--- src/pra_consts.svh ---
`ifndef PRA_CONSTS_SVH
`define PRA_CONSTS_SVH
// Behaviour
// RQ1: Decode 64 registers from six-bit address.
// RQ2: Eight pages of eight; page bits on top.
// RQ3: Page register reachable from every page.
// RQ4: Dedicated bus gives three low address bits.
// RQ5: Dedicated bus uses stored page number.
// RQ6: Muxed bus latches six bits per address phase.
// RQ7: Muxed: paging or linear by enable bit.
// RQ8: Read/write bits never changed by hardware.
// RQ9: Dynamic bits also updated by engine.
// RQ10: Read-only flags ignore host writes.
// RQ11: Write-only reads return undefined value.
// RQ12: Host writes expected values; don't-care free.
// RQ13: Page register at sub-offset zero everywhere.
// RQ14: Page fields held until rewrite or reset.

// ==========================================
// Address layout
`define PRA_ADDR_W    6
`define PRA_SUB_W     3
`define PRA_NUM_REGS  64
`define PRA_SUB_PAGE  3'h0
`define PRA_WO_PAGE   3'h7
`define PRA_ADDR_CMD  6'h01
`define PRA_ADDR_ERR  6'h0a
`define PRA_ADDR_TRLD 6'h23

// ==========================================
// Page register fields and reset values
`define PRA_PME_BIT   7
`define PRA_PAGE_HI   2
`define PRA_PAGE_LO   0
`define PRA_PAGE_RST  8'h80
`define PRA_PME_RST   1'h1
`define PRA_PNUM_RST  3'h0
`define PRA_REG_RST   8'h00
`define PRA_CMD_IDLE  8'h00
`endif

--- src/pra_pkg.sv ---
`default_nettype none
`include "pra_consts.svh"
package pra_pkg;
   // ==========================================
   // Types
   typedef logic [`PRA_ADDR_W-1:0] pra_addr_t;
   typedef logic [7:0]             pra_byte_t;
   typedef enum logic [2:0] {CL_PAGE, CL_RW, CL_DYN, CL_RO, CL_WO} pra_class_e;

   // Access class of each register address
   function automatic pra_class_e pra_classify(input pra_addr_t a);
      if (a[`PRA_SUB_W-1:0] == `PRA_SUB_PAGE) begin
         return CL_PAGE;
      end else if (a == `PRA_ADDR_CMD) begin
         return CL_DYN;
      end else if (a == `PRA_ADDR_ERR) begin
         return CL_RO;
      end else if (a[`PRA_ADDR_W-1:`PRA_SUB_W] == `PRA_WO_PAGE) begin
         return CL_WO;
      end else begin
         return CL_RW;
      end
   endfunction
endpackage
`default_nettype wire

--- src/pra_bus_if.sv ---
`timescale 1ns/1ps
`default_nettype none
// ==========================================
// Parallel host port between processor and device
interface pra_bus_if;
   logic       bus_muxed;   // 1: multiplexed bus, 0: dedicated
   logic       ale;         // Address phase strobe, muxed bus
   logic [7:0] ad;          // Host data, also address in muxed phase
   logic [2:0] addr_ded;    // Dedicated address lines
   logic       rd;
   logic       wr;
   logic [7:0] rdata;
   logic       rvalid;

   modport host (output bus_muxed, ale, ad, addr_ded, rd, wr,
                 input  rdata, rvalid);
   modport dev  (input  bus_muxed, ale, ad, addr_ded, rd, wr,
                 output rdata, rvalid);
endinterface
`default_nettype wire

--- src/pra_device.sv ---
`timescale 1ns/1ps
`default_nettype none
`include "pra_consts.svh"
module pra_device
   import pra_pkg::*;
#(
   parameter pra_byte_t UNDEF_READ = 8'h00   // Arbitrary filler for write-only reads
)(
   // Clock and reset
   input  wire logic       core_clk,
   input  wire logic       nrst,
   // Host port
   pra_bus_if.dev          bus,
   // Internal engine side
   input  wire logic       cmd_done,
   input  wire logic [7:0] err_flags_in,
   // Register contents seen by the engine
   output logic [7:0]      command_reg,
   output logic [7:0]      timer_reload_reg,
   output logic [7:0]      error_flags_reg,
   output logic            page_mode_enable,
   output logic [2:0]      page_number,
   // Write notification
   output logic            wr_strobe,
   output pra_addr_t       wr_addr,
   output pra_byte_t       wr_data
);

   // ==========================================
   // Access classes
   // Page slot: sub-offset zero of every page, holds paging state.
   // Read/write: host owns the value, the engine only samples it.
   // Dynamic: command slot, host writes it and the engine clears it.
   // Read-only: error flags follow the engine, host writes are dropped.
   // Write-only: top page, reads answer filler instead of content.
   // Sub-offset zero wins over every other class in the decode.

   // ==========================================
   // Address formation

   // Assemble the six-bit register address from the bus and page state
   // Pure decode, no state; every access goes through it.
   function automatic pra_addr_t form_addr(
      input logic       muxed,
      input logic       pme,
      input logic [2:0] page,
      input logic [2:0] ded,
      input pra_addr_t  lat
   );
      if (!muxed) begin
         // Page number on top, three pins below
         return {page, ded};                                 // RQ4 RQ5
      end else if (pme) begin
         // Paging on the muxed bus
         return {page, lat[`PRA_SUB_W-1:0]};                 // RQ7
      end else begin
         // Linear addressing
         return lat;                                         // RQ7
      end
   endfunction

   // Address and storage of the current access
   pra_addr_t  latched_addr;
   pra_addr_t  acc_addr;
   pra_class_e acc_class;
   pra_byte_t  mem [`PRA_NUM_REGS];

   // Six address bits taken in one address phase
   // Only reset clears it; a stale address stays live until the next phase.
   always_ff @(posedge core_clk or negedge nrst) begin
      if (!nrst) begin
         latched_addr <= '0;
      end else if (bus.ale) begin
         latched_addr <= bus.ad[`PRA_ADDR_W-1:0];            // RQ6
      end
   end

   // Effective address and class of the current access
   // Dedicated mode keeps paging even with the enable bit low.
   always_comb begin
      acc_addr  = form_addr(bus.bus_muxed, page_mode_enable, page_number,
                            bus.addr_ded, latched_addr);     // RQ1 RQ2
      acc_class = pra_classify(acc_addr);                    // RQ3 RQ13
   end

   // ==========================================
   // Page register

   // Held until the host rewrites it; decoded at sub-offset zero of any page
   // Unused bits of the page byte are dropped and read back as zero.
   always_ff @(posedge core_clk or negedge nrst) begin
      if (!nrst) begin
         page_mode_enable <= `PRA_PME_RST;
         page_number      <= `PRA_PNUM_RST;
      end else if (bus.wr && acc_class == CL_PAGE) begin     // RQ3 RQ13
         page_mode_enable <= bus.ad[`PRA_PME_BIT];           // RQ14
         page_number      <= bus.ad[`PRA_PAGE_HI:`PRA_PAGE_LO];
      end
   end

   // ==========================================
   // Register storage

   // Host writes land in read/write, dynamic and write-only slots.
   // The engine only clears the command slot; a host write in the
   // same cycle wins so a freshly issued command is never lost.
   // Page slots keep their own flops, so those array entries stay idle.
   always_ff @(posedge core_clk or negedge nrst) begin
      if (!nrst) begin
         for (int i = 0; i < `PRA_NUM_REGS; i++) begin
            mem[i] <= `PRA_REG_RST;
         end
      end else begin
         if (cmd_done) begin
            mem[`PRA_ADDR_CMD] <= `PRA_CMD_IDLE;             // RQ9
         end
         if (bus.wr) begin
            unique case (acc_class)
               CL_RW,
               CL_WO,
               CL_DYN: begin
                  mem[acc_addr] <= bus.ad;                   // RQ8 RQ9 RQ11
               end
               CL_RO,
               CL_PAGE: begin
                  // Read-only and page slots leave the array untouched
               end
            endcase
         end
      end
   end

   // Read-only flags follow internal state every cycle
   // One cycle behind the engine; no host write ever reaches them.
   always_ff @(posedge core_clk or negedge nrst) begin
      if (!nrst) begin
         error_flags_reg <= `PRA_REG_RST;
      end else begin
         error_flags_reg <= err_flags_in;                    // RQ10
      end
   end

   // Values the engine samples; of these it changes only the command slot
   // Plain view of the stored flops, so no extra latency.
   always_comb begin
      command_reg      = mem[`PRA_ADDR_CMD];
      timer_reload_reg = mem[`PRA_ADDR_TRLD];                // RQ8
   end

   // ==========================================
   // Read path

   // Registered answer, one cycle after the read strobe
   // Only a read strobe moves it, so the answer stands until the next read.
   always_ff @(posedge core_clk or negedge nrst) begin
      if (!nrst) begin
         bus.rdata <= `PRA_REG_RST;
      end else if (bus.rd) begin
         unique case (acc_class)
            CL_PAGE: begin
               bus.rdata <= {page_mode_enable, 4'h0, page_number};
            end
            CL_RO: begin
               bus.rdata <= error_flags_reg;                 // RQ10
            end
            CL_WO: begin
               // Stored content must not leak back to the host
               bus.rdata <= UNDEF_READ;                      // RQ11
            end
            CL_RW,
            CL_DYN: begin
               bus.rdata <= mem[acc_addr];
            end
         endcase
      end
   end

   // Answer marker
   // High exactly one cycle after each read strobe.
   always_ff @(posedge core_clk or negedge nrst) begin
      if (!nrst) begin
         bus.rvalid <= 1'b0;
      end else begin
         bus.rvalid <= bus.rd;
      end
   end

   // ==========================================
   // Write notification for the engine

   // Lets the engine start a command the cycle after it is written
   // Read-only writes raise no strobe; address and data still follow.
   always_ff @(posedge core_clk or negedge nrst) begin
      if (!nrst) begin
         wr_strobe <= 1'b0;
         wr_addr   <= '0;
         wr_data   <= `PRA_REG_RST;
      end else begin
         wr_strobe <= bus.wr && acc_class != CL_RO;
         if (bus.wr) begin
            wr_addr <= acc_addr;
            wr_data <= bus.ad;
         end
      end
   end

endmodule
`default_nettype wire

--- src/flat_wrapper.sv ---
// flat-port wrapper written by rule: the top's interface ports become plain ports
module pra_device_flat import pra_pkg::*;
#(
   parameter pra_byte_t UNDEF_READ = 8'h00                                           
)
  (core_clk, nrst, cmd_done, err_flags_in, command_reg, timer_reload_reg, error_flags_reg, page_mode_enable, page_number, wr_strobe, wr_addr, wr_data, bus_bus_muxed, bus_ale, bus_ad, bus_addr_ded, bus_rd, bus_wr, bus_rdata, bus_rvalid);
  pra_bus_if bus_i ();
  input  wire logic core_clk;
  input  wire logic nrst;
  input  wire logic cmd_done;
  input  wire logic [7:0] err_flags_in;
  output logic [7:0] command_reg;
  output logic [7:0] timer_reload_reg;
  output logic [7:0] error_flags_reg;
  output logic page_mode_enable;
  output logic [2:0] page_number;
  output logic wr_strobe;
  output pra_addr_t wr_addr;
  output pra_byte_t wr_data;
  input wire logic [$bits(bus_i.bus_muxed)-1:0] bus_bus_muxed;
  input wire logic [$bits(bus_i.ale)-1:0] bus_ale;
  input wire logic [$bits(bus_i.ad)-1:0] bus_ad;
  input wire logic [$bits(bus_i.addr_ded)-1:0] bus_addr_ded;
  input wire logic [$bits(bus_i.rd)-1:0] bus_rd;
  input wire logic [$bits(bus_i.wr)-1:0] bus_wr;
  output wire logic [$bits(bus_i.rdata)-1:0] bus_rdata;
  output wire logic [$bits(bus_i.rvalid)-1:0] bus_rvalid;
  assign bus_i.bus_muxed = bus_bus_muxed;
  assign bus_i.ale = bus_ale;
  assign bus_i.ad = bus_ad;
  assign bus_i.addr_ded = bus_addr_ded;
  assign bus_i.rd = bus_rd;
  assign bus_i.wr = bus_wr;
  assign bus_rdata = bus_i.rdata;
  assign bus_rvalid = bus_i.rvalid;
  pra_device #(.UNDEF_READ(UNDEF_READ)) u_core (.core_clk(core_clk), .nrst(nrst), .bus(bus_i), .cmd_done(cmd_done), .err_flags_in(err_flags_in), .command_reg(command_reg), .timer_reload_reg(timer_reload_reg), .error_flags_reg(error_flags_reg), .page_mode_enable(page_mode_enable), .page_number(page_number), .wr_strobe(wr_strobe), .wr_addr(wr_addr), .wr_data(wr_data));
endmodule
--- config.mk ---
export PLATFORM = sky130hd
export DESIGN_NAME = pra_device_flat
export DESIGN_NICKNAME = d
export VERILOG_FILES = /design/src/pra_pkg.sv /design/src/pra_bus_if.sv /design/src/pra_device.sv /design/src/flat_wrapper.sv
export VERILOG_INCLUDE_DIRS = /design/src /design/src/src
export SDC_FILE = /design/constraint.sdc
export NUM_CORES = 1
export LEC_CHECK = 0
export BUFFER_PORTS_ARGS = -buffer_cell sky130_fd_sc_hd__buf_2
export CAP_MARGIN = 20
export CELL_PAD_IN_SITES_DETAIL_PLACEMENT = 0
export CELL_PAD_IN_SITES_GLOBAL_PLACEMENT = 1
export CORE_MARGIN = 8
export CORE_UTILIZATION = 50
export CTS_CLUSTER_DIAMETER = 100
export DETAILED_ROUTE_END_ITERATION = 12
export GPL_TIMING_DRIVEN = 0
export PLACE_DENSITY = 0.78
export SYNTH_ARGS = -nofsm -noshare
export SYNTH_HDL_FRONTEND = slang
export SYNTH_SLANG_ARGS = --single-unit
--- constraint.sdc ---
create_clock -name core_clk -period 3.34 [get_ports core_clk]
set_input_delay 0.167 -clock core_clk [delete_from_list [all_inputs] [get_ports core_clk]]
set_output_delay 0.167 -clock core_clk [all_outputs]
set_load 0.01 [all_outputs]
==> results.md, run 1 <==
- Status: finished with violations
- Violated checks: setup timing
- Cells taking the most area after synthesis: dfrtp_1 56%, mux2_2 17%, o22ai_1 4.8%
- Grt ovf: 0
- Distinct cells, synth: 65
- First-pass DRT Iterations: 6
- Chip width: 229 µm
- Ant diodes: 0
- Initial antenna violation count: 3
- Worst setup path startpoint: u_core.latched_addr[0]
- Fin crit share: 104%
- Reg power frac: 47.0%
- Combinational power share: between 20% and 30%
- Root Buffer: clkbuf_16
- Max Slew Vio Count: 0
- Wire per inst: 30.1 µm
- P_int: 13000 µW
- Cell area after synthesis: around 0.023 mm²
- Final setup fails: 1
- Fin Setup TNS: -126 ps
- Reg with most FFs: u_core.mem
- Nets: 2002
- Die area: 0.0526 mm²
- Sequential share of the synthesized area: 56.5%
- Maximum vdd drop: 0.442 mV
- Bufs and invs on worst path: 4
- Max incr delay on CP: a little under 500 ps
- Syn Area/Cell: 12.4 µm²
- Clock Latency Late Sink: 630 ps
- Worst setup EP type: register
- Yosys reg bits: 514
- IO Count: 78
- Critical path's top delay family: compound AO/OA/AOI/OAI gates
- Total power: ~18000 µW
- TritonCTS clock tree: done
- Clock Path Buffers: 3
- DR iter-0 viols: roughly 2000
- Top FF cell, synth: dfrtp_1
- Tmin final: 3470 ps
- Share of cells above drive strength 1: 35.5%
- Vias in the first global route: 16500
- Clock Skews: around 22 ps
- Crit Path Max Fanout: 10
- Slowest cell on crit path: mux2i_2
- Gr usage total: between 20% and 30%
- Synth top area share: 56.4%
- CP Class: register to register
- Gpl congestion: 0.942
- Port Buffers: 68
- Max Cap Viol: 0
- Initial core utilization: between 50% and 60%
- DRC violations left: 0
- Most common cell in the netlist: dfrtp_1
- Sw Ratio: between 20% and 30%
- H-Tree Depth: 2
- # Post-CTS Setup Buffers: 0
- # rows: 78
- Area grow syn2layout: 14.3%
- Worst-Margin Slew: 1190 ps
- Slew Limit Headroom: 20.4%
- Crit path cell chain: buf_2, mux2i_2, buf_4, buf_4, buf_2, o221ai_1, o31ai_2, o2111ai_1, o21ai_0
- Clock Sinks: 514
- Leakage: 0.0122 µW
- Synth async-reset ratio: between 90% and 100%
- Cell count after synthesis: 1834
- Worst Path Required: 3870 ps
- Largest area contributor in the netlist: dfrtp_1
- Largest net degree at the start of global routing: 125
- First-pass GRT wire length: around 120000 µm
- Drt via density: 6.32
- CP startpoint kind: register
- PwrDens: 709 mW/mm²
- NetSw: 5490 µW
- Setup ws final: -126 ps
- Clock power share: between 30% and 40%
- CORE AREA: 0.0452 mm²
- Commonest cells in the netlist: 513 x dfrtp_1, 337 x mux2_2, 174 x o22ai_1
- Max reg flops: 456
- Worst Path Arrival: 4000 ps
- Via count: 16500
- F_max: 288 MHz
- Syn_nets: 1860
- Post-synth EDFFs: 0
- Detail Placement HPWL: 52700 µm
- Hold Vio Cnt, Final: 0
- TritonCTS Buffers: 54
- Reg-to-reg startpoint: u_core.latched_addr[0]
- Hold/Removal Path Class: input port to asynchronous set/reset pin
- Wirelength, routed: 78700 µm
- DRT antenna net count: 0
- Register clock-pin slew on the reported worst setup and hold paths: 60 ps
- Die Y: 229 µm
- RSZ-0062 raised after global routing: true
- Yosys warnings: 0
what timing repair did:
| action | CTS | global route |
|---|---|---|
| setup endpoints to repair | 56 | 10 |
| gates resized for setup | 59 | 33 |
| hold buffers | 14 | 0 |
| hold endpoints to repair | 118 | 0 |
| cloned | 0 | 0 |
| pin swaps | 0 | 2 |
layer usage:
metal	GRT usage, %	vias to the layer above	share of wire, %
met5	0	-	0
met4	16.6	0	6.1
met3	8.28	217	10
met2	43.0	900	43
met1	39.5	8523	40
li1	-	6868	-
worst register-to-register path: cells and delay by family, from the launching register on:
kind | cells | cell delay, ps
flip-flops | 1 | 350
buffers and inverters | 4 | 1230
multiplexers | 1 | 490
AO/OA/AOI/OAI | 4 | 1280
cell families (layout without fill, tap and decap cells):
logic type,Yosys count,count (layout),synth area share [%]
AND/OR/NAND/NOR,323,323,7.85
AO/OA/AOI/OAI,361,361,9.99
buffers and inverters,225,404,4.47
flip-flops,514,514,56.5
multiplexers,411,411,21.2
power groups by stage:
| stage | logic (µW) | clock network, µW | registers, µW |
|---|---|---|---|
| finish | 3930 | 5860 | 8660 |
| global route | 4180 | 6120 | 8820 |
| CTS | 3870 | 5880 | 8620 |
| detailed placement | 3800 | 0 | 8710 |
| global placement | 3670 | 0 | 8640 |
| floorplan | 2560 | 0 | 8470 |
cell usage in the layout, fill, tap and decap left out, types with 8 or more instances in the layout:
master | synthesis | layout
o21ai_0 | 52 | 52
buf_4 | 19 | 33
nor2_2 | 32 | 32
clkbuf_8 | 0 | 12
buf_6 | 5 | 8
buf_2 | 43 | 90
nand2_1 | 105 | 105
inv_1 | 15 | 15
nand3b_1 | 12 | 12
o22ai_1 | 174 | 173
clkbuf_1 | 135 | 137
mux2_4 | 57 | 57
clkinv_2 | 0 | 10
and2_1 | 10 | 10
dfrtp_1 | 513 | 513
nor2_4 | 8 | 8
nor2_1 | 77 | 77
a31oi_1 | 20 | 19
a21oi_1 | 49 | 43
clkbuf_16 | 0 | 54
o221ai_1 | 15 | 15
nand3_1 | 15 | 15
mux2i_1 | 11 | 9
a21o_1 | 12 | 12
clkbuf_4 | 0 | 10
dlygate4sd3_1 | 0 | 14
nor3_1 | 14 | 11
mux2_2 | 337 | 337
worst paths after layout:
check	cells past startpoint	end	slack, ps
max in group asynchronous	4	u_core.mem[137]	1740
worst min register to register	1	u_core.mem[254]	450
worst max register to register	9	u_core.bus.rdata[3]	-130
worst max-delay path	9	u_core.bus.rdata[3]	-130
min in group core_clk	6	u_core.mem[25]	70
worst min-delay path	2	u_core.mem[1]	50
metrics by stage:
| stage | hold WS [ps] | setup WS, ps | util (%) | cells | area [µm²] |
|---|---|---|---|---|---|
| floorplan | -129 | 631 | - | 1834 | 22800 |
| global placement | 277 | -8180 | 52.8 | 2502 | 23900 |
| detailed placement | 125 | -682 | 53.2 | 2509 | 24000 |
| CTS | 60.6 | -6.00 | 57.5 | 2614 | 26000 |
| global route | 100 | -66.2 | 57.6 | 2613 | 26000 |
| finish | 50.0 | -126 | 57.6 | 2613 | 26000 |
final cells by class:
type | count | area [µm²]
Buffer | 207 | 1050
Clock buffer | 79 | 1570
Clock inverter | 14 | 114
Fill cell | 3664 | 19100
Inverter | 15 | 56.3
Multi-Input combinational cell | 1095 | 9000
Sequential cell | 514 | 12900
Tap cell | 600 | 751
Timing Repair Buffer | 89 | 634
No activity file was read; power rests on OpenSTA's default activity.
==> run 2, diff against run 1 <==
==> constraint.sdc (replaced) <==
create_clock -name core_clk -period 3.34 [get_ports core_clk]
set_input_delay 0.501 -clock core_clk [delete_from_list [all_inputs] [get_ports core_clk]]
set_output_delay 0.501 -clock core_clk [all_outputs]
set_load 0.01 [all_outputs]
==> run 2 against run 1 <==
Hold slack better by 140 ps. Via count down 0.30%. The flow still finishes with violations (setup timing). Worst setup slack better by 18 ps. Critical endpoint unchanged. Non-clock buffer count fell by 4. Maximum frequency increased by 0.51%. Sequential power hardly changed. Global-route usage hardly changed. Register-to-register slack better by 20 ps. Design area fell by 0.13%.
==> results.md, run 2 (same netlist as run 1, synthesis figures left out) <==
- Status: finished with violations (unchanged)
- Violated checks: setup timing (unchanged)
- Port Buffers: 68 (unchanged)
- Wirelength, routed: 78700 µm (about the same)
- Chip width: 229 µm (unchanged)
- Combinational power share: 21.3% (about the same)
- DR iter-0 viols: 2047 (was 2039)
- Crit Path Max Fanout: 10 (unchanged)
- CORE AREA: 0.0452 mm² (unchanged)
- Cells on worst reg2reg path: 9 (unchanged)
- Vias in the first global route: 16500 (about the same)
- Most frequent cells in the layout: 513 x dfrtp_1, 337 x mux2_2, 173 x o22ai_1 (unchanged)
- Grt ovf: 0 (unchanged)
- Wire per inst: 30.1 µm (about the same)
- Clock Path Buffers: 3 (unchanged)
- Detail Placement HPWL: 52700 µm (unchanged)
- PwrDens: 710 mW/mm² (was 709 mW/mm²)
- Max reg flops: 456 (unchanged)
- Most common cell after layout, fill and taps aside: dfrtp_1 (unchanged)
- Via count: 16500 (about the same)
- Hold endpoint: u_core.page_number[1]
- Max Slew Vio Count: 0 (unchanged)
- # Post-CTS Setup Buffers: 0 (unchanged)
- Maximum vdd drop: 0.442 mV (about the same)
- Hold Path Cell Cnt: 3
- DRT antenna net count: 0 (unchanged)
- Clock Latency Late Sink: 630 ps (about the same)
- CP startpoint kind: register (unchanged)
- Share of cells above drive strength 1: 35.6% (was 35.5%)
- Register clock-pin slew on the reported worst setup and hold paths: 60 ps (about the same)
- R2R setup slack: -110 ps (was -130 ps)
- P_int: 13000 µW (about the same)
- CP Class: register to register (unchanged)
- DRC violations left: 0 (unchanged)
- Gpl congestion: 0.942 (unchanged)
- Gr usage total: 29.5% (was 29.6%)
- Initial antenna violation count: 3 (unchanged)
- Worst Path Required: 3870 ps (about the same)
- Worst setup EP type: register (unchanged)
- Tmin final: 3450 ps (was 3470 ps)
- Die area: 0.0526 mm² (unchanged)
- Nets: 1998 (was 2002)
- First-pass GRT wire length: 115000 µm (about the same)
- Die Y: 229 µm (unchanged)
- Worst Path Arrival: 3980 ps (was 4000 ps)
- Clock Sinks: 514 (unchanged)
- Smallest hold slack: 186 ps (was 50.0 ps)
- Drt via density: 6.30 (was 6.32)
- TritonCTS Buffers: 54 (unchanged)
- Reg2reg end: u_core.bus.rdata[3] (unchanged)
- Fin crit share: 103% (was 104%)
- IO Count: 78 (unchanged)
- Clock Skews: 24.0 ps (was 22.2 ps)
- Hold Vio Cnt, Final: 0 (unchanged)
- First-pass DRT Iterations: 5 (was 6)
- Fill cells: 3673 (was 3664)
- Hold/Removal Path Class: input port to register (was input port to asynchronous set/reset pin)
- Slew Limit Headroom: 18.3% (was 20.4%)
- # rows: 78 (unchanged)
- Reg with most FFs: u_core.mem (unchanged)
- NetSw: 5490 µW (about the same)
- Final setup fails: 1 (unchanged)
- RSZ-0062 raised after global routing: true (unchanged)
- Worst-Margin Slew: 1230 ps (was 1190 ps)
- Clock power share: 31.7% (about the same)
- Max Cap Viol: 0 (unchanged)
- Setup ws final: -109 ps (was -126 ps)
- Fin util: 57.5% (was 57.6%)
- TritonCTS clock tree: done (unchanged)
- Sw Ratio: 29.7% (about the same)
- Initial core utilization: 50.4% (unchanged)
- Reg-to-reg startpoint: u_core.latched_addr[0] (unchanged)
- Largest net degree at the start of global routing: 125 (unchanged)
- Worst Hold Launch: bus_ad[1]
- Leakage: 0.0122 µW (about the same)
- Root Buffer: clkbuf_16 (unchanged)
- H-Tree Depth: 2 (unchanged)
- Reg power frac: 47.0% (about the same)
- Area grow syn2layout: 14.2% (was 14.3%)
- F_max: 290 MHz (was 288 MHz)
==> run 2: worst max-delay path: stages, from the launching register on <==
cell and delay [ps]:
dfrtp_1 350, buf_2 180, mux2i_2 490, buf_4 320, buf_4 280, buf_2 450
o221ai_1 220, o31ai_2 440, o2111ai_1 370, o21ai_0 240
==> run 2: repair_timing <==
action                                  CTS  global route
gates resized for setup                  59            33
endpoints found under the setup margin   56            10
endpoints found under the hold margin    67             0
hold buffers                             10             0
pin swaps                                 0             2
gates cloned                              0             0
==> run 2: final cells by class <==
| type | instances | area [µm²] | share of cell area (%) |
|---|---|---|---|
| tap | 600 | 751 | 2.89 |
| sequential | 514 | 12900 | 49.5 |
| clock inverter | 14 | 114 | 0.438 |
| clock buffer | 79 | 1570 | 6.02 |
| inverter | 15 | 56.3 | 0.217 |
| buffer | 207 | 1050 | 4.06 |
| antenna | 2 | 5.00 | 0.0192 |
| multi-input combinational | 1095 | 9000 | 34.6 |
| timing repair buffer | 85 | 594 | 2.29 |
==> run 2: metrics by stage <==
step           setup TNS, ps  power [µW]  instances  setup slack, ps  cell area [µm²]
6_report                -109       18500       2611             -109            26000
5_1_grt                -66.2       19100       2609            -66.2            26000
4_1_cts                -6.00       18400       2610            -6.00            25900
3_5_place_dp          -25860       12500       2509             -890            24000
3_3_place_gp        -4376070       12300       2502            -8510            23900
2_1_floorplan              0       11000       1834              597            22800
==> run 2: routing by layer <==
metal | up-vias | track usage, % | part of all wire [%]
li1 | 6866 | - | -
met1 | 8525 | 39.5 | 40
met2 | 852 | 42.9 | 43
met3 | 215 | 8.29 | 10
met4 | 0 | 16.6 | 6.2
met5 | - | 0 | 0
==> run 2: worst max-delay path by stage <==
stage | from | to | slack (ps) | cells after the start
floorplan | bus_bus_muxed | u_core.mem[100] | 600 | 11
global placement | nrst | u_core.mem[174] | -8510 | 1
detailed placement | bus_bus_muxed | u_core.bus.rdata[3] | -890 | 11
CTS | u_core.latched_addr[0] | u_core.bus.rdata[6] | -6 | 11
global route | u_core.latched_addr[0] | u_core.bus.rdata[3] | -70 | 9
finish | u_core.latched_addr[0] | u_core.bus.rdata[3] | -110 | 9
==> run 2: power by group through the flow <==
stage | registers [µW] | clock network, µW | logic [µW]
2_1_floorplan | 8470 | 0 | 2560
3_3_place_gp | 8640 | 0 | 3670
3_5_place_dp | 8710 | 0 | 3800
4_1_cts | 8620 | 5880 | 3860
5_1_grt | 8820 | 6120 | 4170
6_report | 8660 | 5850 | 3930
==> run 3, diff against run 2 <==
--- a/config.mk
+++ b/config.mk
@@ -14,8 +14,8 @@
 export CORE_UTILIZATION = 50
 export CTS_CLUSTER_DIAMETER = 100
 export DETAILED_ROUTE_END_ITERATION = 12
-export GPL_TIMING_DRIVEN = 0
 export PLACE_DENSITY = 0.78
+export RECOVER_POWER = 100
 export SYNTH_ARGS = -nofsm -noshare
 export SYNTH_HDL_FRONTEND = slang
 export SYNTH_SLANG_ARGS = --single-unit
==> run 3 against run 2 <==
Clock-buffer cell count rose by 6. Maximum frequency rose by 6.6%. Wire length fell by 14%. Sequential share of layout area rose by 1.0 points. Total power barely moved. The run ends with capacitance limit, slew limit left. Register-to-register slack improved by 210 ps. Critical path type unchanged. Design area fell by 2.1%. Sequential power barely moved. Flip-flop and latch count did not move. Largest power group unchanged. Core utilization fell by 1.2 points. Cell count fell by 4.4%. Largest cell class unchanged. Highest routed layer unchanged.
==> results.md, run 3 (same netlist as run 1, synthesis figures left out) <==
- IO Count: 78 (unchanged)
- DR iter-0 viols: 1679 (was 2047)
- Crit path cell chain: nand2b_1, mux2_4, nand3_4, and3_4, nand3_2, nor2_8, mux2_4 (was buf_2, mux2i_2, buf_4, buf_4, buf_2, o221ai_1, o31ai_2, o2111ai_1, o21ai_0)
- Crit Path Max Fanout: 8 (was 10)
- TritonCTS clock tree: done (unchanged)
- Clock Skews: 24.1 ps (was 24.0 ps)
- RSZ-0062 raised after global routing: false (was true)
- Crit-path most repeated cell: mux2_4
- Detail Placement HPWL: 43400 µm (was 52700 µm)
- Total power: 18400 µW (was 18500 µW)
- Via count: 15600 (was 16500)
- Nets: 1879 (was 1998)
- First-pass DRT Iterations: 5 (unchanged)
- DP Worst Slack: -72.0 ps (was -890 ps)
- Fin crit share: 96.9% (was 103%)
- Tmin final: 3230 ps (was 3450 ps)
- Initial antenna violation count: 1 (was 3)
- TritonCTS Buffers: 54 (unchanged)
- Final cell count without fillers: 2495 (was 2611)
- Worst-Margin Slew: 2780 ps (was 1230 ps)
- CORE AREA: 0.0452 mm² (unchanged)
- Hold endpoint: u_core.latched_addr[2] (was u_core.page_number[1])
- Multi-input gate area: 0.00867 mm² (was 0.00900 mm²)
- CP startpoint kind: register (unchanged)
- # rows: 78 (unchanged)
- Root Buffer: clkbuf_16 (unchanged)
- Worst setup EP type: register (unchanged)
- Fin util: 56.4% (was 57.5%)
- # placed instances: 2384 (was 2509)
- Reg with most FFs: u_core.mem (unchanged)
- Cells on worst reg2reg path: 7 (was 9)
- Worst Path Required: 3810 ps (was 3870 ps)
- Hold/Removal Path Class: input port to register (unchanged)
- Clock Latency Late Sink: 610 ps (was 630 ps)
- Hold Vio Cnt, Final: 0 (unchanged)
- Violated checks: capacitance limit, slew limit (was setup timing)
- Worst Path Arrival: 3710 ps (was 3980 ps)
- DRC violations left: 0 (unchanged)
- Largest net degree at the start of global routing: 86 (was 125)
- Max Slew Vio Count: 173 (was 0)
- Slowest cell on crit path: dfstp_1 (was mux2i_2)
- Wire per inst: 27.0 µm (was 30.1 µm)
- Setup ws final: 105 ps (was -109 ps)
- Reg-to-reg startpoint: u_core.page_mode_enable (was u_core.latched_addr[0])
- Port Buffers: 77 (was 68)
- Grt ovf: 0 (unchanged)
- Area grow syn2layout: 11.8% (was 14.2%)
- Chip width: 229 µm (unchanged)
- Status: finished with violations (unchanged)
- Clock Path Buffers: 3 (unchanged)
- Reg area: 0.0129 mm² (unchanged)
- Gr usage total: 25.4% (was 29.5%)
- Die Y: 229 µm (unchanged)
- Drt via density: 6.24 (was 6.30)
- First-pass GRT wire length: 103000 µm (was 115000 µm)
- Maximum vdd drop: 0.438 mV (was 0.442 mV)
- CP Class: register to register (unchanged)
- Wirelength, routed: 67500 µm (was 78700 µm)
- Smallest hold slack: 236 ps (was 186 ps)
- Share of cells above drive strength 1: 30.6% (was 35.6%)
- Hold Path Cell Cnt: 2 (was 3)
- DRT antenna net count: 0 (unchanged)
- F_max: 309 MHz (was 290 MHz)
- Max reg flops: 456 (unchanged)
- Register clock-pin slew on the reported worst setup and hold paths: 60 ps (about the same)
- Worst Hold Launch: bus_ale (was bus_ad[1])
- Most frequent cells in the layout: 513 x dfrtp_1, 336 x mux2_2, 174 x o22ai_1 (was 513 x dfrtp_1, 337 x mux2_2, 173 x o22ai_1)
- Reg2reg end: u_core.mem[99] (was u_core.bus.rdata[3])
- Gpl congestion: 0.877 (was 0.942)
- Final setup fails: 0 (was 1)
- Ant diodes: 0 (was 2)
- H-Tree Depth: 2 (unchanged)
- Initial core utilization: 50.4% (unchanged)
- Clock Sinks: 514 (unchanged)
- Die area: 0.0526 mm² (unchanged)
- Max Cap Viol: 4 (was 0)
- Max incr delay on CP: 630 ps (was 490 ps)
- Slew Limit Headroom: -85.3% (was 18.3%)
- Most common cell after layout, fill and taps aside: dfrtp_1 (unchanged)
- R2R setup slack: 110 ps (was -110 ps)
- Leakage: 0.0120 µW (was 0.0122 µW)
- Vias in the first global route: 16000 (was 16500)
- Resized Gates After CTS: 0 (was 59)
- PwrDens: 724 mW/mm² (was 710 mW/mm²)
- Fill cells: 3741 (was 3673)
[run 3: layout make-up]
type,instances,area share [%]
Inverter,15,0.221
Clock buffer,85,6.45
Multi-Input combinational cell,1095,34.0
Sequential cell,514,50.5
Clock inverter,13,0.668
Timing Repair Buffer,173,5.17
Tap cell,600,2.95
[run 3: layer usage]
| metal | vias up | routed length (µm) | GRT usage (%) |
|---|---|---|---|
| li1 | 6613 | - | - |
| met1 | 8122 | 29700 | 36.5 |
| met2 | 694 | 30500 | 38.5 |
| met3 | 146 | 5010 | 4.89 |
| met4 | 0 | 2270 | 8.57 |
| met5 | - | 0 | 0 |
[run 3: what timing repair did]
item,in CTS,in global routing
endpoints found under the hold margin,84,0
buffers inserted,0,3
hold buffers,9,0
setup endpoints to repair,0,1
[run 3: power breakdown]
group          total [µW]  switching [µW]  internal (µW)
clock network        6130            2470           3660
registers            8690             934           7750
logic                3620            1840           1780
[run 3: how the worst max path moves through the flow]
| stage | from | end | slack, ps | cells after the start |
|---|---|---|---|---|
| 2_1_floorplan | bus_bus_muxed | u_core.mem[100] | 600 | 11 |
| 3_3_place_gp | bus_bus_muxed | u_core.bus.rdata[7] | -1 | 9 |
| 3_5_place_dp | bus_bus_muxed | u_core.bus.rdata[2] | -70 | 10 |
| 4_1_cts | u_core.latched_addr[1] | u_core.bus.rdata[2] | 190 | 9 |
| 5_1_grt | nrst | u_core.mem[276] | 30 | 3 |
| 6_report | u_core.page_mode_enable | u_core.mem[99] | 110 | 7 |
[run 3: critical path: cells and delay by family (launching register included)]
kind | cells | cell delay, ps
AND/OR/NAND/NOR | 5 | 1780
multiplexers | 2 | 690
flip-flops | 1 | 630
[run 3: stage by stage]
stage          area (µm²)  TNS, ps
3_5_place_dp        23900    -72.0
2_1_floorplan       22800        0
3_3_place_gp        23900    -1.32
5_1_grt             25500        0
6_report            25500        0
4_1_cts             25800        0
